<file path="config.mk">
export PLATFORM = sky130hd
export DESIGN_NAME = asc_step_five_config
export DESIGN_NICKNAME = d
export VERILOG_FILES = /design/src/asc_input_decode.sv /design/src/asc_step_five_config.sv
export SDC_FILE = /design/constraint.sdc
export NUM_CORES = 1
export LEC_CHECK = 0
export ABC_AREA = 1
export BUFFER_PORTS_ARGS = -buffer_cell sky130_fd_sc_hd__buf_2
export CAP_MARGIN = 10
export CORE_MARGIN = 4
export CORE_UTILIZATION = 50
export DETAILED_ROUTE_END_ITERATION = 10
export PLACE_DENSITY = 0.79
export SYNTH_ARGS = -nofsm -noshare
export SYNTH_HDL_FRONTEND = slang
export SYNTH_HIERARCHICAL = 1
export SYNTH_SLANG_ARGS = --single-unit
</file>
<file path="constraint.sdc">
create_clock -name clk_i -period 1.8 [get_ports clk_i]
set_input_delay 0.54 -clock clk_i [delete_from_list [all_inputs] [get_ports clk_i]]
set_output_delay 0.54 -clock clk_i [all_outputs]
set_load 0.01 [all_outputs]
</file>
<file path="src/asc_input_decode.sv">
// constants package and input-select decoder for sequence step five
`timescale 1ns/10ps

package asc_pkg;
  localparam int          ADDR_W        = 8;
  localparam int          DATA_W        = 16;
  localparam int          EXT_N         = 8;
  localparam logic [7:0]  CFG_ADDR      = 8'h95;
  localparam logic [7:0]  APPLIED_ADDR  = 8'hF5;
  localparam int          EN_BIT        = 15;
  localparam int          GAIN_HI       = 14;
  localparam int          GAIN_LO       = 13;
  localparam int          RSV_HI        = 12;
  localparam int          RSV_LO        = 5;
  localparam int          NEG_BIT       = 4;
  localparam int          POS_HI        = 3;
  localparam int          POS_LO        = 0;
  localparam logic [15:0] CFG_RST       = 16'h0005;
  localparam logic [15:0] APPLIED_RST   = 16'h0000;
  localparam logic [15:0] WR_MASK       = 16'hE01F;
  localparam logic [15:0] ZERO_WORD     = 16'h0000;
  localparam logic [3:0]  POS_INT_MIN   = 4'h8;
  localparam logic [3:0]  POS_TEMP      = 4'h8;
  localparam logic [3:0]  POS_SHORT     = 4'h9;
  localparam logic [3:0]  POS_TEST_DAC  = 4'hA;
  localparam logic [3:0]  POS_ASUP_DIV4 = 4'hB;
  localparam logic [3:0]  POS_UNSURE_C  = 4'hC;
  localparam logic [3:0]  POS_UNSURE_D  = 4'hD;
  localparam logic [3:0]  POS_APIN      = 4'hE;
  localparam logic [3:0]  POS_DPIN      = 4'hF;
  localparam logic [1:0]  GAIN_CODE_X1  = 2'h0;
  localparam logic [1:0]  GAIN_CODE_X2  = 2'h1;
  localparam logic [1:0]  GAIN_LOG2_X1  = 2'h0;
  localparam logic [1:0]  GAIN_LOG2_X2  = 2'h1;
  localparam logic [1:0]  GAIN_LOG2_X4  = 2'h2;
  localparam logic [7:0]  EXT_NONE      = 8'h00;
  localparam logic [7:0]  EXT_ONE       = 8'h01;
  typedef enum logic {ASC_IDLE, ASC_CONV} asc_state_t;
endpackage

module asc_input_decode (
  // step fields
  input  wire logic [3:0] pos_code_i,
  input  wire logic       neg_bit_i,
  // positive selects
  output wire logic [7:0] ext_sel_o,
  output wire logic       temp_sel_o,
  output wire logic       short_sel_o,
  output wire logic       test_dac_sel_o,
  output wire logic       asup_div4_sel_o,
  output wire logic       apin_sel_o,
  output wire logic       dpin_sel_o,
  output wire logic       unsure_sel_o,
  // negative selects
  output wire logic       neg_auto_o,
  output wire logic       neg_ground_sel_o,
  output wire logic       neg_input7_sel_o
);
  wire logic internal_src;
  assign internal_src     = pos_code_i >= asc_pkg::POS_INT_MIN;
  // external inputs 0..7 in order
  assign ext_sel_o        = internal_src ? asc_pkg::EXT_NONE
                          : (asc_pkg::EXT_ONE << pos_code_i[2:0]);
  assign temp_sel_o       = pos_code_i == asc_pkg::POS_TEMP;
  assign short_sel_o      = pos_code_i == asc_pkg::POS_SHORT;
  assign test_dac_sel_o   = pos_code_i == asc_pkg::POS_TEST_DAC;
  assign asup_div4_sel_o  = pos_code_i == asc_pkg::POS_ASUP_DIV4;
  assign apin_sel_o       = pos_code_i == asc_pkg::POS_APIN;
  assign dpin_sel_o       = pos_code_i == asc_pkg::POS_DPIN;
  assign unsure_sel_o     = (pos_code_i == asc_pkg::POS_UNSURE_C) || (pos_code_i == asc_pkg::POS_UNSURE_D);
  // negative input chosen automatically for internal sources
  assign neg_auto_o       = internal_src;
  assign neg_ground_sel_o = !internal_src && !neg_bit_i;
  assign neg_input7_sel_o = !internal_src && neg_bit_i;
endmodule // asc_input_decode

</file>
<file path="src/asc_step_five_config.sv">
// configuration register and applied selects for sequencer step five
`timescale 1ns/10ps

// Overview of operation
// - step takes part in the sequence only while step_enable is set; otherwise skipped.
// - gain field 00 gives x1, 01 gives x2, 10 and 11 give x4.
// - bits 12:5 always read zero and ignore writes.
// - negative input bit 0 picks analog ground, 1 picks analog input seven.
// - positive codes 0 to 7 pick external inputs 0 to 7 in order.
// - codes 8, 9, 10 pick temperature sensor, internal short, test DAC.
// - codes 11, 14, 15 pick supply monitors; 12 and 13 flagged unconfirmed.
// - positive codes 8 and above choose negative input automatically, ignoring the bit.
// - reset clears enable, gain and negative bit, loads positive code five.
module asc_step_five_config (
  // clock and reset
  input  wire logic        clk_i,
  input  wire logic        sys_rst_i,
  // register port
  input  wire logic [7:0]  reg_addr_i,
  input  wire logic [15:0] reg_wdata_i,
  input  wire logic        reg_wr_i,
  input  wire logic        reg_rd_i,
  output logic      [15:0] reg_rdata_o,
  // sequencer handshake
  input  wire logic        step_arrive_i,
  input  wire logic        conv_done_i,
  output logic             step_go_o,
  output logic             step_skip_o,
  output logic             conv_busy_o,
  // gain
  output logic      [1:0]  gain_log2_o,
  // positive input
  output logic      [7:0]  pos_ext_sel_o,
  output logic             pos_temp_sel_o,
  output logic             pos_short_sel_o,
  output logic             pos_test_dac_sel_o,
  output logic             pos_asup_div4_sel_o,
  output logic             pos_apin_sel_o,
  output logic             pos_dpin_sel_o,
  output logic             pos_unsure_sel_o,
  // negative input
  output logic             neg_auto_o,
  output logic             neg_ground_sel_o,
  output logic             neg_input7_sel_o
);

  ////////////////////////////////////////////////////////////////////////////
  // declarations
  logic [15:0]           cfg;
  logic [15:0]           applied;
  asc_pkg::asc_state_t   state;
  asc_pkg::asc_state_t   next_state;
  wire logic             hit_cfg;
  wire logic             hit_applied;
  wire logic             cfg_wr;
  wire logic [15:0]      next_cfg;
  wire logic [15:0]      rd_word;
  wire logic             accept;
  wire logic             start_conv;
  wire logic             skip_step;
  wire logic [1:0]       gain_field;
  wire logic [1:0]       next_gain;
  wire logic [7:0]       dec_ext;
  wire logic             dec_temp;
  wire logic             dec_short;
  wire logic             dec_tdac;
  wire logic             dec_asup;
  wire logic             dec_apin;
  wire logic             dec_dpin;
  wire logic             dec_unsure;
  wire logic             dec_auto;
  wire logic             dec_gnd;
  wire logic             dec_in7;

  ////////////////////////////////////////////////////////////////////////////
  // register decode
  assign hit_cfg     = reg_addr_i == asc_pkg::CFG_ADDR;
  assign hit_applied = reg_addr_i == asc_pkg::APPLIED_ADDR;
  assign cfg_wr      = reg_wr_i && hit_cfg;
  assign next_cfg    = reg_wdata_i & asc_pkg::WR_MASK;
  assign rd_word     = hit_cfg     ? (cfg & asc_pkg::WR_MASK)
                     : hit_applied ? applied
                     : asc_pkg::ZERO_WORD;

  always_ff @(posedge clk_i or posedge sys_rst_i)
  begin
    if (sys_rst_i)
      cfg <= asc_pkg::CFG_RST;
    else if (cfg_wr)
      cfg <= next_cfg;
  end

  always_ff @(posedge clk_i or posedge sys_rst_i)
  begin
    if (sys_rst_i)
      reg_rdata_o <= asc_pkg::ZERO_WORD;
    else if (reg_rd_i)
      reg_rdata_o <= rd_word;
    else
      reg_rdata_o <= asc_pkg::ZERO_WORD;
  end

  ////////////////////////////////////////////////////////////////////////////
  // step arrival and conversion tracking
  assign accept     = step_arrive_i && (state == asc_pkg::ASC_IDLE);
  assign start_conv = accept && cfg[asc_pkg::EN_BIT];
  assign skip_step  = accept && !cfg[asc_pkg::EN_BIT];

  always_comb
  begin
    next_state = state;
    case (state)
      asc_pkg::ASC_IDLE:
        if (start_conv)
          next_state = asc_pkg::ASC_CONV;
      asc_pkg::ASC_CONV:
        if (conv_done_i)
          next_state = asc_pkg::ASC_IDLE;
      default:
        next_state = asc_pkg::ASC_IDLE;
    endcase
  end

  always_ff @(posedge clk_i or posedge sys_rst_i)
  begin
    if (sys_rst_i)
    begin
      state       <= asc_pkg::ASC_IDLE;
      conv_busy_o <= 1'b0;
      step_go_o   <= 1'b0;
      step_skip_o <= 1'b0;
    end
    else
    begin
      state       <= next_state;
      conv_busy_o <= next_state == asc_pkg::ASC_CONV;
      step_go_o   <= start_conv;
      step_skip_o <= skip_step;
    end
  end

  ////////////////////////////////////////////////////////////////////////////
  // field decode
  assign gain_field = cfg[asc_pkg::GAIN_HI:asc_pkg::GAIN_LO];
  assign next_gain  = (gain_field == asc_pkg::GAIN_CODE_X1) ? asc_pkg::GAIN_LOG2_X1
                    : (gain_field == asc_pkg::GAIN_CODE_X2) ? asc_pkg::GAIN_LOG2_X2
                    : asc_pkg::GAIN_LOG2_X4;

  asc_input_decode u_decode (
    .pos_code_i       (cfg[asc_pkg::POS_HI:asc_pkg::POS_LO]),
    .neg_bit_i        (cfg[asc_pkg::NEG_BIT]),
    .ext_sel_o        (dec_ext),
    .temp_sel_o       (dec_temp),
    .short_sel_o      (dec_short),
    .test_dac_sel_o   (dec_tdac),
    .asup_div4_sel_o  (dec_asup),
    .apin_sel_o       (dec_apin),
    .dpin_sel_o       (dec_dpin),
    .unsure_sel_o     (dec_unsure),
    .neg_auto_o       (dec_auto),
    .neg_ground_sel_o (dec_gnd),
    .neg_input7_sel_o (dec_in7)
  );

  ////////////////////////////////////////////////////////////////////////////
  // applied selects, loaded only when an enabled step starts
  always_ff @(posedge clk_i or posedge sys_rst_i)
  begin
    if (sys_rst_i)
      applied <= asc_pkg::APPLIED_RST;
    else if (start_conv)
      applied <= cfg;
  end

  always_ff @(posedge clk_i or posedge sys_rst_i)
  begin
    if (sys_rst_i)
    begin
      gain_log2_o   <= asc_pkg::GAIN_LOG2_X1;
      pos_ext_sel_o <= asc_pkg::EXT_NONE;
    end
    else if (start_conv)
    begin
      gain_log2_o   <= next_gain;
      pos_ext_sel_o <= dec_ext;
    end
  end

  always_ff @(posedge clk_i or posedge sys_rst_i)
  begin
    if (sys_rst_i)
    begin
      pos_temp_sel_o      <= 1'b0;
      pos_short_sel_o     <= 1'b0;
      pos_test_dac_sel_o  <= 1'b0;
      pos_asup_div4_sel_o <= 1'b0;
      pos_apin_sel_o      <= 1'b0;
      pos_dpin_sel_o      <= 1'b0;
      pos_unsure_sel_o    <= 1'b0;
    end
    else if (start_conv)
    begin
      pos_temp_sel_o      <= dec_temp;
      pos_short_sel_o     <= dec_short;
      pos_test_dac_sel_o  <= dec_tdac;
      pos_asup_div4_sel_o <= dec_asup;
      pos_apin_sel_o      <= dec_apin;
      pos_dpin_sel_o      <= dec_dpin;
      pos_unsure_sel_o    <= dec_unsure;
    end
  end

  always_ff @(posedge clk_i or posedge sys_rst_i)
  begin
    if (sys_rst_i)
    begin
      neg_auto_o       <= 1'b0;
      neg_ground_sel_o <= 1'b0;
      neg_input7_sel_o <= 1'b0;
    end
    else if (start_conv)
    begin
      neg_auto_o       <= dec_auto;
      neg_ground_sel_o <= dec_gnd;
      neg_input7_sel_o <= dec_in7;
    end
  end
endmodule // asc_step_five_config

</file>
==> results of run 1 <==
==> Yosys cell counts (4+ instances only) <==
cell type,instances
nand2_1,115
a21oi_1,10
nand3_1,13
dfrtp_1,45
buf_4,9
inv_1,18
inv_2,4
nor2_1,22
buf_2,4
o21ai_0,4
==> cells by family after synthesis <==
kind of cell    synth area share, %
simple gates                  31.24
other cells                  0.1777
flops                         55.84
buf+inv                       9.187
compound gates                3.557
==> sequential cells by signal, indices dropped and copies added, names as in the netlist <==
signal               count
neg_auto_o               1
step_skip_o              1
state                    1
pos_ext_sel_o            8
neg_ground_sel_o         1
pos_apin_sel_o           1
applied                  8
pos_unsure_sel_o         1
step_go_o                1
gain_log2_o              2
pos_dpin_sel_o           1
cfg                      8
pos_temp_sel_o           1
neg_input7_sel_o         1
reg_rdata_o              8
pos_asup_div4_sel_o      1
pos_test_dac_sel_o       1
pos_short_sel_o          1
==> report_power, final <==
part / total, W / internal [W] / switching (W)
sequential: 0.00114 / 0.00110 / 0.0000343
clock: 0.000889 / 0.000555 / 0.000334
combinational: 0.000199 / 0.0000726 / 0.000127
total: 0.00222 / 0.00173 / 0.000495
==> layer usage <==
layer  vias to the layer above  wire (um)  GRT usage, %
li1                        880          -             -
met1                       785       1836         23.46
met2                        62       1995         29.16
met3                         9        337         4.821
met4                         0         80         7.787
met5                         -          0             0
==> cell type report <==
type	count	share of cell area (%)
multi-input combinational	181	30.19
tap	50	2.470
sequential	47	46.54
timing repair buffer	56	11.96
inverter	23	3.607
clock buffer	6	2.866
clock inverter	2	2.372
==> stage by stage <==
step | area [um2] | cells | power (W)
2_1_floorplan | 2137 | 266 | 0.001282
3_3_place_gp | 2400 | 357 | 0.001349
3_5_place_dp | 2400 | 357 | 0.001357
4_1_cts | 2532 | 365 | 0.002243
5_1_grt | 2532 | 365 | 0.002315
6_report | 2532 | 365 | 0.002223
==> worst paths after layout <==
path / from / end
min: sys_rst_i / applied[13]
max reg2reg: cfg[15] / state
max in group asynchronous: sys_rst_i / reg_rdata_o[13]
min reg2reg: pos_apin_sel_o / pos_apin_sel_o
min in group clk_i: conv_done_i / state
max: state / conv_busy_o
==> run metrics, run 1 <==
cell area after synthesis=2111 um2; prevailing post-synth register cell=dfrtp_1; highest-count cells in the layout ignoring fill and taps=115 x nand2_1, 52 x buf_2, 45 x dfrtp_1; Final Hold Violating Endpoints=0; antenna cell count=0; routability congestion estimate from global placement=0.8081; final cycle utilization of the critical path=79.65%; H-tree depth=2; combined buffer and inverter count along the critical path=1; Layout Skew=0.007710 ns; Lkg Pwr=1.457 nW; row cnt=23; count of clock tree sinks=47; Top delay family on crit path=flip-flops; area growth from synthesis to layout=19.98%; sequential element share of the synthesized area=55.84%; iteration count of the initial detailed-routing pass=4; Vias/cell=4.756; flops & latches, synth=47; worst vdd ir=581.7 uV; count of yosys warnings during synthesis=6; highest-delay cell along the critical path=dfrtp_1; Setup Fix Bufs, Post-CTS=0; crit start category=register; overall overflow remaining after global route=0; post-DP HPWL=3008 um; area taken by flip-flops and latches=1179 um2; Async SR Flop Fraction=100.0%; data arrival at the endpoint of the critical path=0.89 ns; Tot GR Track Use=18.24%; x dimension of the die=72.98 um; drt initial violations=136; crit path setup slack, layout=0.3663 ns; max_cap viols=0; vertical die dimension=72.98 um; area occupied by multi-input gates=764.5 um2; clock transition at the register clock pins on the worst setup and hold paths after CTS=0.08 ns; most frequent standard cell in the layout excluding fill and tap cells=nand2_1; final total negative setup slack=0 ns; PwrDens=877.9 nW/um2; critical path's largest stage delay=0.44 ns; post-cts repair resize count=0; critical path peak fanout=4; fill cell instance count of the final layout=343; layout cells sized above 1=24.76%; share of the synthesized area in the top cell type=53.35%; timing-limited maximum frequency=697.5 MHz; Top Ports=69; drt wl/cell=11.64 um; result of the run=finished clean; Detail Route Antenna Nets=0; Hold/Removal Path Class=primary input to async pin; Max Buffers Root-to-Sink=2; share of the core filled with cells=62.86%; register-to-register path setup slack=0.61 ns; Worst Reg-to-Reg Cells=4; net count of the finished layout=344; first-pass GRT wire length=7396 um; post-placement worst setup slack=0.3114 ns; CP Data Required Time=1.26 ns; largest net degree at the start of global routing=28; Pins Over Slew Limit=0; series of cell instances along the critical path=buf_2; type of destination of the critical path=output port; TritonCTS buffer count=5; overall die area=5325 um2; quantity of hold-fixing buffers added after cts=0; Mapped Avg Cell Area=8.150 um2; CTS tree=done; DRC violation count after routing=0; cells after synthesis=259; count of different cell masters after synthesis=22; Fin Hold WS=0.2439 ns; number of cells on the critical path=1; Critical Setup Path Class=register to output port; area of the core=4029 um2; overall routed net length=4250 um; DR vias=1736; setup violation total in the final timing report=0; Port Buffers=52; vias in the first global route=1666; initial core utilization=52.39%; EDFF count, synth=0; clock period minus final worst setup slack=1.434 ns; clk root buf=clkbuf_8; number of antenna violations at the first check in global routing=0; insertion delay of the later-clocked pin in the worst-skew pair=0.30 ns; largest area contributor in the synthesized netlist=dfrtp_1; top post-synthesis cells by area=dfrtp_1 53%, nand2_1 20%, nor2_1 3.9%; RSZ-0062 raised after global routing=false
(Power assumes the default switching activity.)
==> run 2, diff against run 1 <==
- clock period: 1.8 -> 1.43 ns (I/O delays scaled with it)
==> run 2 against run 1 <==
Non-clock buffer count rose by 3. Register-to-register slack got worse by 0.39 ns. Wire length decreased by 1.5%. Combinational power increased by 31%. Sequential power grew 25%. Core utilization up 1.3 points. Critical endpoint unchanged.
==> run metrics, run 2 (synthesis results as in run 1) <==
Layout Skew=0.006462 ns (was 0.007710 ns); clk root buf=clkbuf_8 (unchanged); antenna cell count=0 (unchanged); Setup Fix Bufs, Post-CTS=0 (unchanged); Vias/cell=4.639 (was 4.756); critical path's largest stage delay=0.43 ns (was 0.44 ns); data arrival at the endpoint of the critical path=0.90 ns (was 0.89 ns); vertical die dimension=72.98 um (unchanged); net count of the finished layout=347 (was 344); timing-limited maximum frequency=754.3 MHz; series of cell instances along the critical path=buf_2 (unchanged); initial core utilization=52.39% (unchanged); CP Data Required Time=1.00 ns (was 1.26 ns); count of clock tree sinks=47 (unchanged); highest-count cells in the layout ignoring fill and taps=115 x nand2_1, 52 x buf_2, 45 x dfrtp_1 (unchanged); layout cells sized above 1=25.47% (was 24.76%); combined buffer and inverter count along the critical path=1 (unchanged); post-DP HPWL=3080 um (was 3008 um); number of antenna violations at the first check in global routing=0 (unchanged); Critical Setup Path Class=register to output port (unchanged); PwrDens=1088 nW/um2 (was 877.9 nW/um2); fill cell instance count of the final layout=346 (was 343); clock transition at the register clock pins on the worst setup and hold paths after CTS=0.08 ns (about the same); insertion delay of the later-clocked pin in the worst-skew pair=0.30 ns (about the same); area after detailed placement=2451 um2 (was 2400 um2); overall die area=5325 um2 (unchanged); Port Buffers=52 (unchanged); routability congestion estimate from global placement=0.8283 (was 0.8081); most frequent standard cell in the layout excluding fill and tap cells=nand2_1 (unchanged); Tot GR Track Use=17.54% (was 18.24%); largest net degree at the start of global routing=28 (unchanged); final non-filler cell area=2584 um2 (was 2532 um2); drt wl/cell=11.38 um (was 11.64 um); final total negative setup slack=0 ns (unchanged); result of the run=finished clean (unchanged); row cnt=23 (unchanged); first-pass GRT wire length=7038 um (was 7396 um); worst vdd ir=715.0 uV (was 581.7 uV); DR vias=1707 (was 1736); RSZ-0062 raised after global routing=false (unchanged); Fin Hold WS=0.07442 ns (was 0.2439 ns); Pins Over Slew Limit=0 (unchanged); H-tree depth=2 (unchanged); Top Ports=69 (unchanged); x dimension of the die=72.98 um (unchanged); vias in the first global route=1589 (was 1666); highest-delay cell along the critical path=dfrtp_1 (unchanged); source of the worst register-to-register timing path=state (was cfg[15]); CTS tree=done (unchanged); Hold/Removal Path Class=primary input to async pin (unchanged); Top delay family on crit path=flip-flops (unchanged); area of the core=4029 um2 (unchanged); Final Hold Violating Endpoints=0 (unchanged); Lkg Pwr=1.474 nW (was 1.457 nW); clock period minus final worst setup slack=1.326 ns; DRC violation count after routing=0 (unchanged); Worst Setup SP=state (unchanged); Detail Route Antenna Nets=0 (unchanged); Max Buffers Root-to-Sink=2 (unchanged); drt initial violations=142 (was 136); overall overflow remaining after global route=0 (unchanged); area growth from synthesis to layout=22.41% (was 19.98%); quantity of hold-fixing buffers added after cts=0 (unchanged); TritonCTS buffer count=5 (unchanged); critical path peak fanout=4 (unchanged); type of destination of the critical path=output port (unchanged); post-layout power=0.002811 W (was 0.002223 W); final cycle utilization of the critical path=92.71%; post-cts repair resize count=0 (unchanged); iteration count of the initial detailed-routing pass=4 (unchanged); setup violation total in the final timing report=0 (unchanged); crit start category=register (unchanged); overall routed net length=4188 um (was 4250 um); max_cap viols=0 (unchanged)
run 2: metal layers:
metal | up-vias | routed length, um | GRT usage [%]
met4 | 0 | 31 | 7.377
met3 | 4 | 298 | 5.234
met1 | 772 | 1913 | 22.81
met5 | - | 0 | 0
met2 | 47 | 1944 | 27.35
li1 | 884 | - | -
run 2: power by group:
group,switching (W),internal (W),total [W]
clock network,0.000427,0.000698,0.00113
registers,0.0000411,0.00139,0.00143
logic,0.000161,0.0000989,0.000260
total,0.000629,0.00218,0.00281
run 2: final timing paths:
path | to | slack, ns | depth (start not counted)
setup / recovery | conv_busy_o | 0.10 | 1
hold / removal | applied[1] | 0.07 | 2
setup reg to reg | applied[1] | 0.22 | 4
hold reg to reg | pos_apin_sel_o | 0.47 | 2
max in group asynchronous | cfg[2] | 0.86 | 3
min in group clk_i | state | 0.30 | 2
run 2: stage by stage:
stage	util, %	worst slack, ns	instances
finish	64.13	0.1042	368
global route	64.13	0.05083	368
CTS	64.13	0.09637	368
detailed placement	60.84	0.07149	360
global placement	60.84	0.1017	360
floorplan	-	0.2931	266
run 2: cell type report:
cell class	instances	area (um2)	share of cell area [%]
Clock buffer	6	72.57	2.809
Timing Repair Buffer	59	350.3	13.56
Sequential cell	47	1179	45.62
Multi-Input combinational cell	181	764.5	29.59
Tap cell	50	62.56	2.421
Clock inverter	2	60.06	2.324
Inverter	23	95.09	3.680
==> run 3, diff against run 2 <==
- BUFFER_PORTS_ARGS: -buffer_cell sky130_fd_sc_hd__buf_2 -> -buffer_cell sky130_fd_sc_hd__clkbuf_2
- CORE_ASPECT_RATIO: unset -> 0.9
==> run 3 against run 2 <==
Flip-flop and latch count unchanged. Clock power shrank 25%. Power down 10%. Core utilization fell by 1.8 points. Critical path depth unchanged. Sequential power about the same. First-iteration DRC count grew 15%. Worst hold slack got worse by 0.0072 ns. Register-to-register slack lost 0.02 ns. Highest routed layer unchanged. Clock skew is 0.0011 ns lower. Final cell count down 0.82%. Critical path type unchanged. Die area about the same.
==> run metrics, run 3 (synthesis results as in run 1) <==
placed insts=357 (was 360); count of clock tree sinks=47 (unchanged); Setup Fix Bufs, Post-CTS=0 (unchanged); layout cells sized above 1=25.24% (was 25.47%); worst vdd ir=581.3 uV (was 715.0 uV); met3 global-route usage=4.286% (was 5.234%); iteration count of the initial detailed-routing pass=4 (unchanged); quantity of hold-fixing buffers added after cts=0 (unchanged); critical path's largest stage delay=0.44 ns (was 0.43 ns); Worst Reg-to-Reg Cells=4 (unchanged); row cnt=22 (was 23); PwrDens=996.1 nW/um2 (was 1088 nW/um2); routability congestion estimate from global placement=0.7695 (was 0.8283); CP Data Required Time=1.00 ns (about the same); H-tree depth=2 (unchanged); max_cap viols=0 (unchanged); CTS tree=done (unchanged); met2 capacity usage during global routing=28.20% (was 27.35%); area taken by flip-flops and latches=1179 um2 (unchanged); fin cells=365 (was 368); Max Buffers Root-to-Sink=2 (unchanged); overall overflow remaining after global route=0 (unchanged); layer with the highest usage after global routing=met2 (unchanged); number of cells on the critical path=1 (unchanged); Final Hold Violating Endpoints=0 (unchanged); drt wl/cell=11.56 um (was 11.38 um); Pins Over Slew Limit=0 (unchanged); insertion delay of the later-clocked pin in the worst-skew pair=0.30 ns (about the same); area occupied by multi-input gates=764.5 um2 (unchanged); post-DP HPWL=3187 um (was 3080 um); critical path peak fanout=4 (unchanged); RSZ-0062 raised after global routing=false (unchanged); overall routed net length=4218 um (was 4188 um); TritonCTS buffer count=5 (unchanged); Lkg Pwr=1.434 nW (was 1.474 nW); overall die area=5327 um2 (was 5325 um2); type of destination of the critical path=output port (unchanged); highest-delay cell along the critical path=dfrtp_1 (unchanged); DR vias=1750 (was 1707); DRC violation count after routing=0 (unchanged); crit start category=register (unchanged); result of the run=finished clean (unchanged); endpoint of the worst setup timing path=conv_busy_o (unchanged); vertical die dimension=69.64 um (was 72.98 um); clk root buf=clkbuf_8 (unchanged); net count of the finished layout=346 (was 347); Vias/cell=4.795 (was 4.639); post-cts repair resize count=0 (unchanged); number of antenna violations at the first check in global routing=0 (unchanged); most frequent standard cell in the layout excluding fill and tap cells=nand2_1 (unchanged); series of cell instances along the critical path=clkbuf_2 (was buf_2); drt initial violations=164 (was 142); Port Buffers=52 (unchanged); Detail Route Antenna Nets=0 (unchanged); Worst Setup SP=state (unchanged); combined buffer and inverter count along the critical path=1 (unchanged); register-to-register path setup slack=0.20 ns (was 0.22 ns); fill cell instance count of the final layout=366 (was 346); Hold/Removal Path Class=primary input to async pin (unchanged); first-pass GRT wire length=7341 um (was 7038 um); Layout Skew=0.005334 ns (was 0.006462 ns); capture instance of the worst register-to-register path=applied[1] (unchanged); largest net degree at the start of global routing=36 (was 28); final total negative setup slack=0 ns (unchanged); highest-count cells in the layout ignoring fill and taps=115 x nand2_1, 52 x clkbuf_2, 45 x dfrtp_1 (was 115 x nand2_1, 52 x buf_2, 45 x dfrtp_1); area growth from synthesis to layout=20.39% (was 22.41%); post-placement worst setup slack=0.08781 ns (was 0.07149 ns); initial core utilization=51.81% (was 52.39%); Critical Setup Path Class=register to output port (unchanged); clock period minus final worst setup slack=1.324 ns (was 1.326 ns); data arrival at the endpoint of the critical path=0.89 ns (was 0.90 ns); crit path setup slack, layout=0.1062 ns (was 0.1042 ns); GR met1 Demand/Resource=21.13% (was 22.81%); timing-limited maximum frequency=755.4 MHz (was 754.3 MHz); Top delay family on crit path=flip-flops (unchanged); clock transition at the register clock pins on the worst setup and hold paths after CTS=0.08 ns (about the same); Fin Hold WS=0.06722 ns (was 0.07442 ns); Tot GR Track Use=16.98% (was 17.54%); area of the core=4074 um2 (was 4029 um2); share of the core filled with cells=62.38% (was 64.13%); antenna cell count=0 (unchanged); x dimension of the die=76.49 um (was 72.98 um); source of the worst register-to-register timing path=state (unchanged); Top Ports=69 (unchanged); setup violation total in the final timing report=0 (unchanged); vias in the first global route=1727 (was 1589); final cycle utilization of the critical path=92.57% (was 92.71%)
-- run 3: cell count changes in the layout (fill, tap and decap cells not counted) --
cell	delta
buf_2	-52
clkbuf_2	+52
bufinv_16	-2
clkbuf_8	+2
buf_4	-1
-- run 3: how the worst min path moves through the flow --
stage,startpoint,endpoint,slack (ns),cells past startpoint
2_1_floorplan,applied[15],applied[15],0.44,1
3_3_place_gp,sys_rst_i,neg_auto_o,0.39,2
3_5_place_dp,sys_rst_i,neg_ground_sel_o,0.40,2
4_1_cts,sys_rst_i,neg_ground_sel_o,0.07,2
5_1_grt,sys_rst_i,neg_auto_o,0.09,2
6_report,sys_rst_i,neg_auto_o,0.07,2
-- run 3: stage by stage --
step                area [um2]  power [W]
finish                    2541   0.002531
global route              2541   0.002631
CTS                       2541   0.002560
detailed placement        2441   0.001717
global placement          2441   0.001706
floorplan                 2141   0.001614
-- run 3: cell type report --
type                            instances  share of cell area (%)
Clock buffer                            8                   3.939
Inverter                               23                   3.742
Multi-Input combinational cell        181                   30.08
Sequential cell                        47                   46.38
Tap cell                               48                   2.363
Timing Repair Buffer                   58                   13.49
-- run 3: report_power, final --
part / internal, W / total, W / switching, W / leakage (nW)
clock: 0.000441 / 0.000845 / 0.000404 / 0.0515
sequential: 0.00139 / 0.00143 / 0.0000423 / 0.633
combinational: 0.0000967 / 0.000259 / 0.000162 / 0.749
-- run 3: metal layers --
layer / vias to the layer above / part of all wire, %
li1: 881 / -
met1: 818 / 46
met5: - / 0
met2: 46 / 47
met4: 0 / 1.6
met3: 5 / 5.2
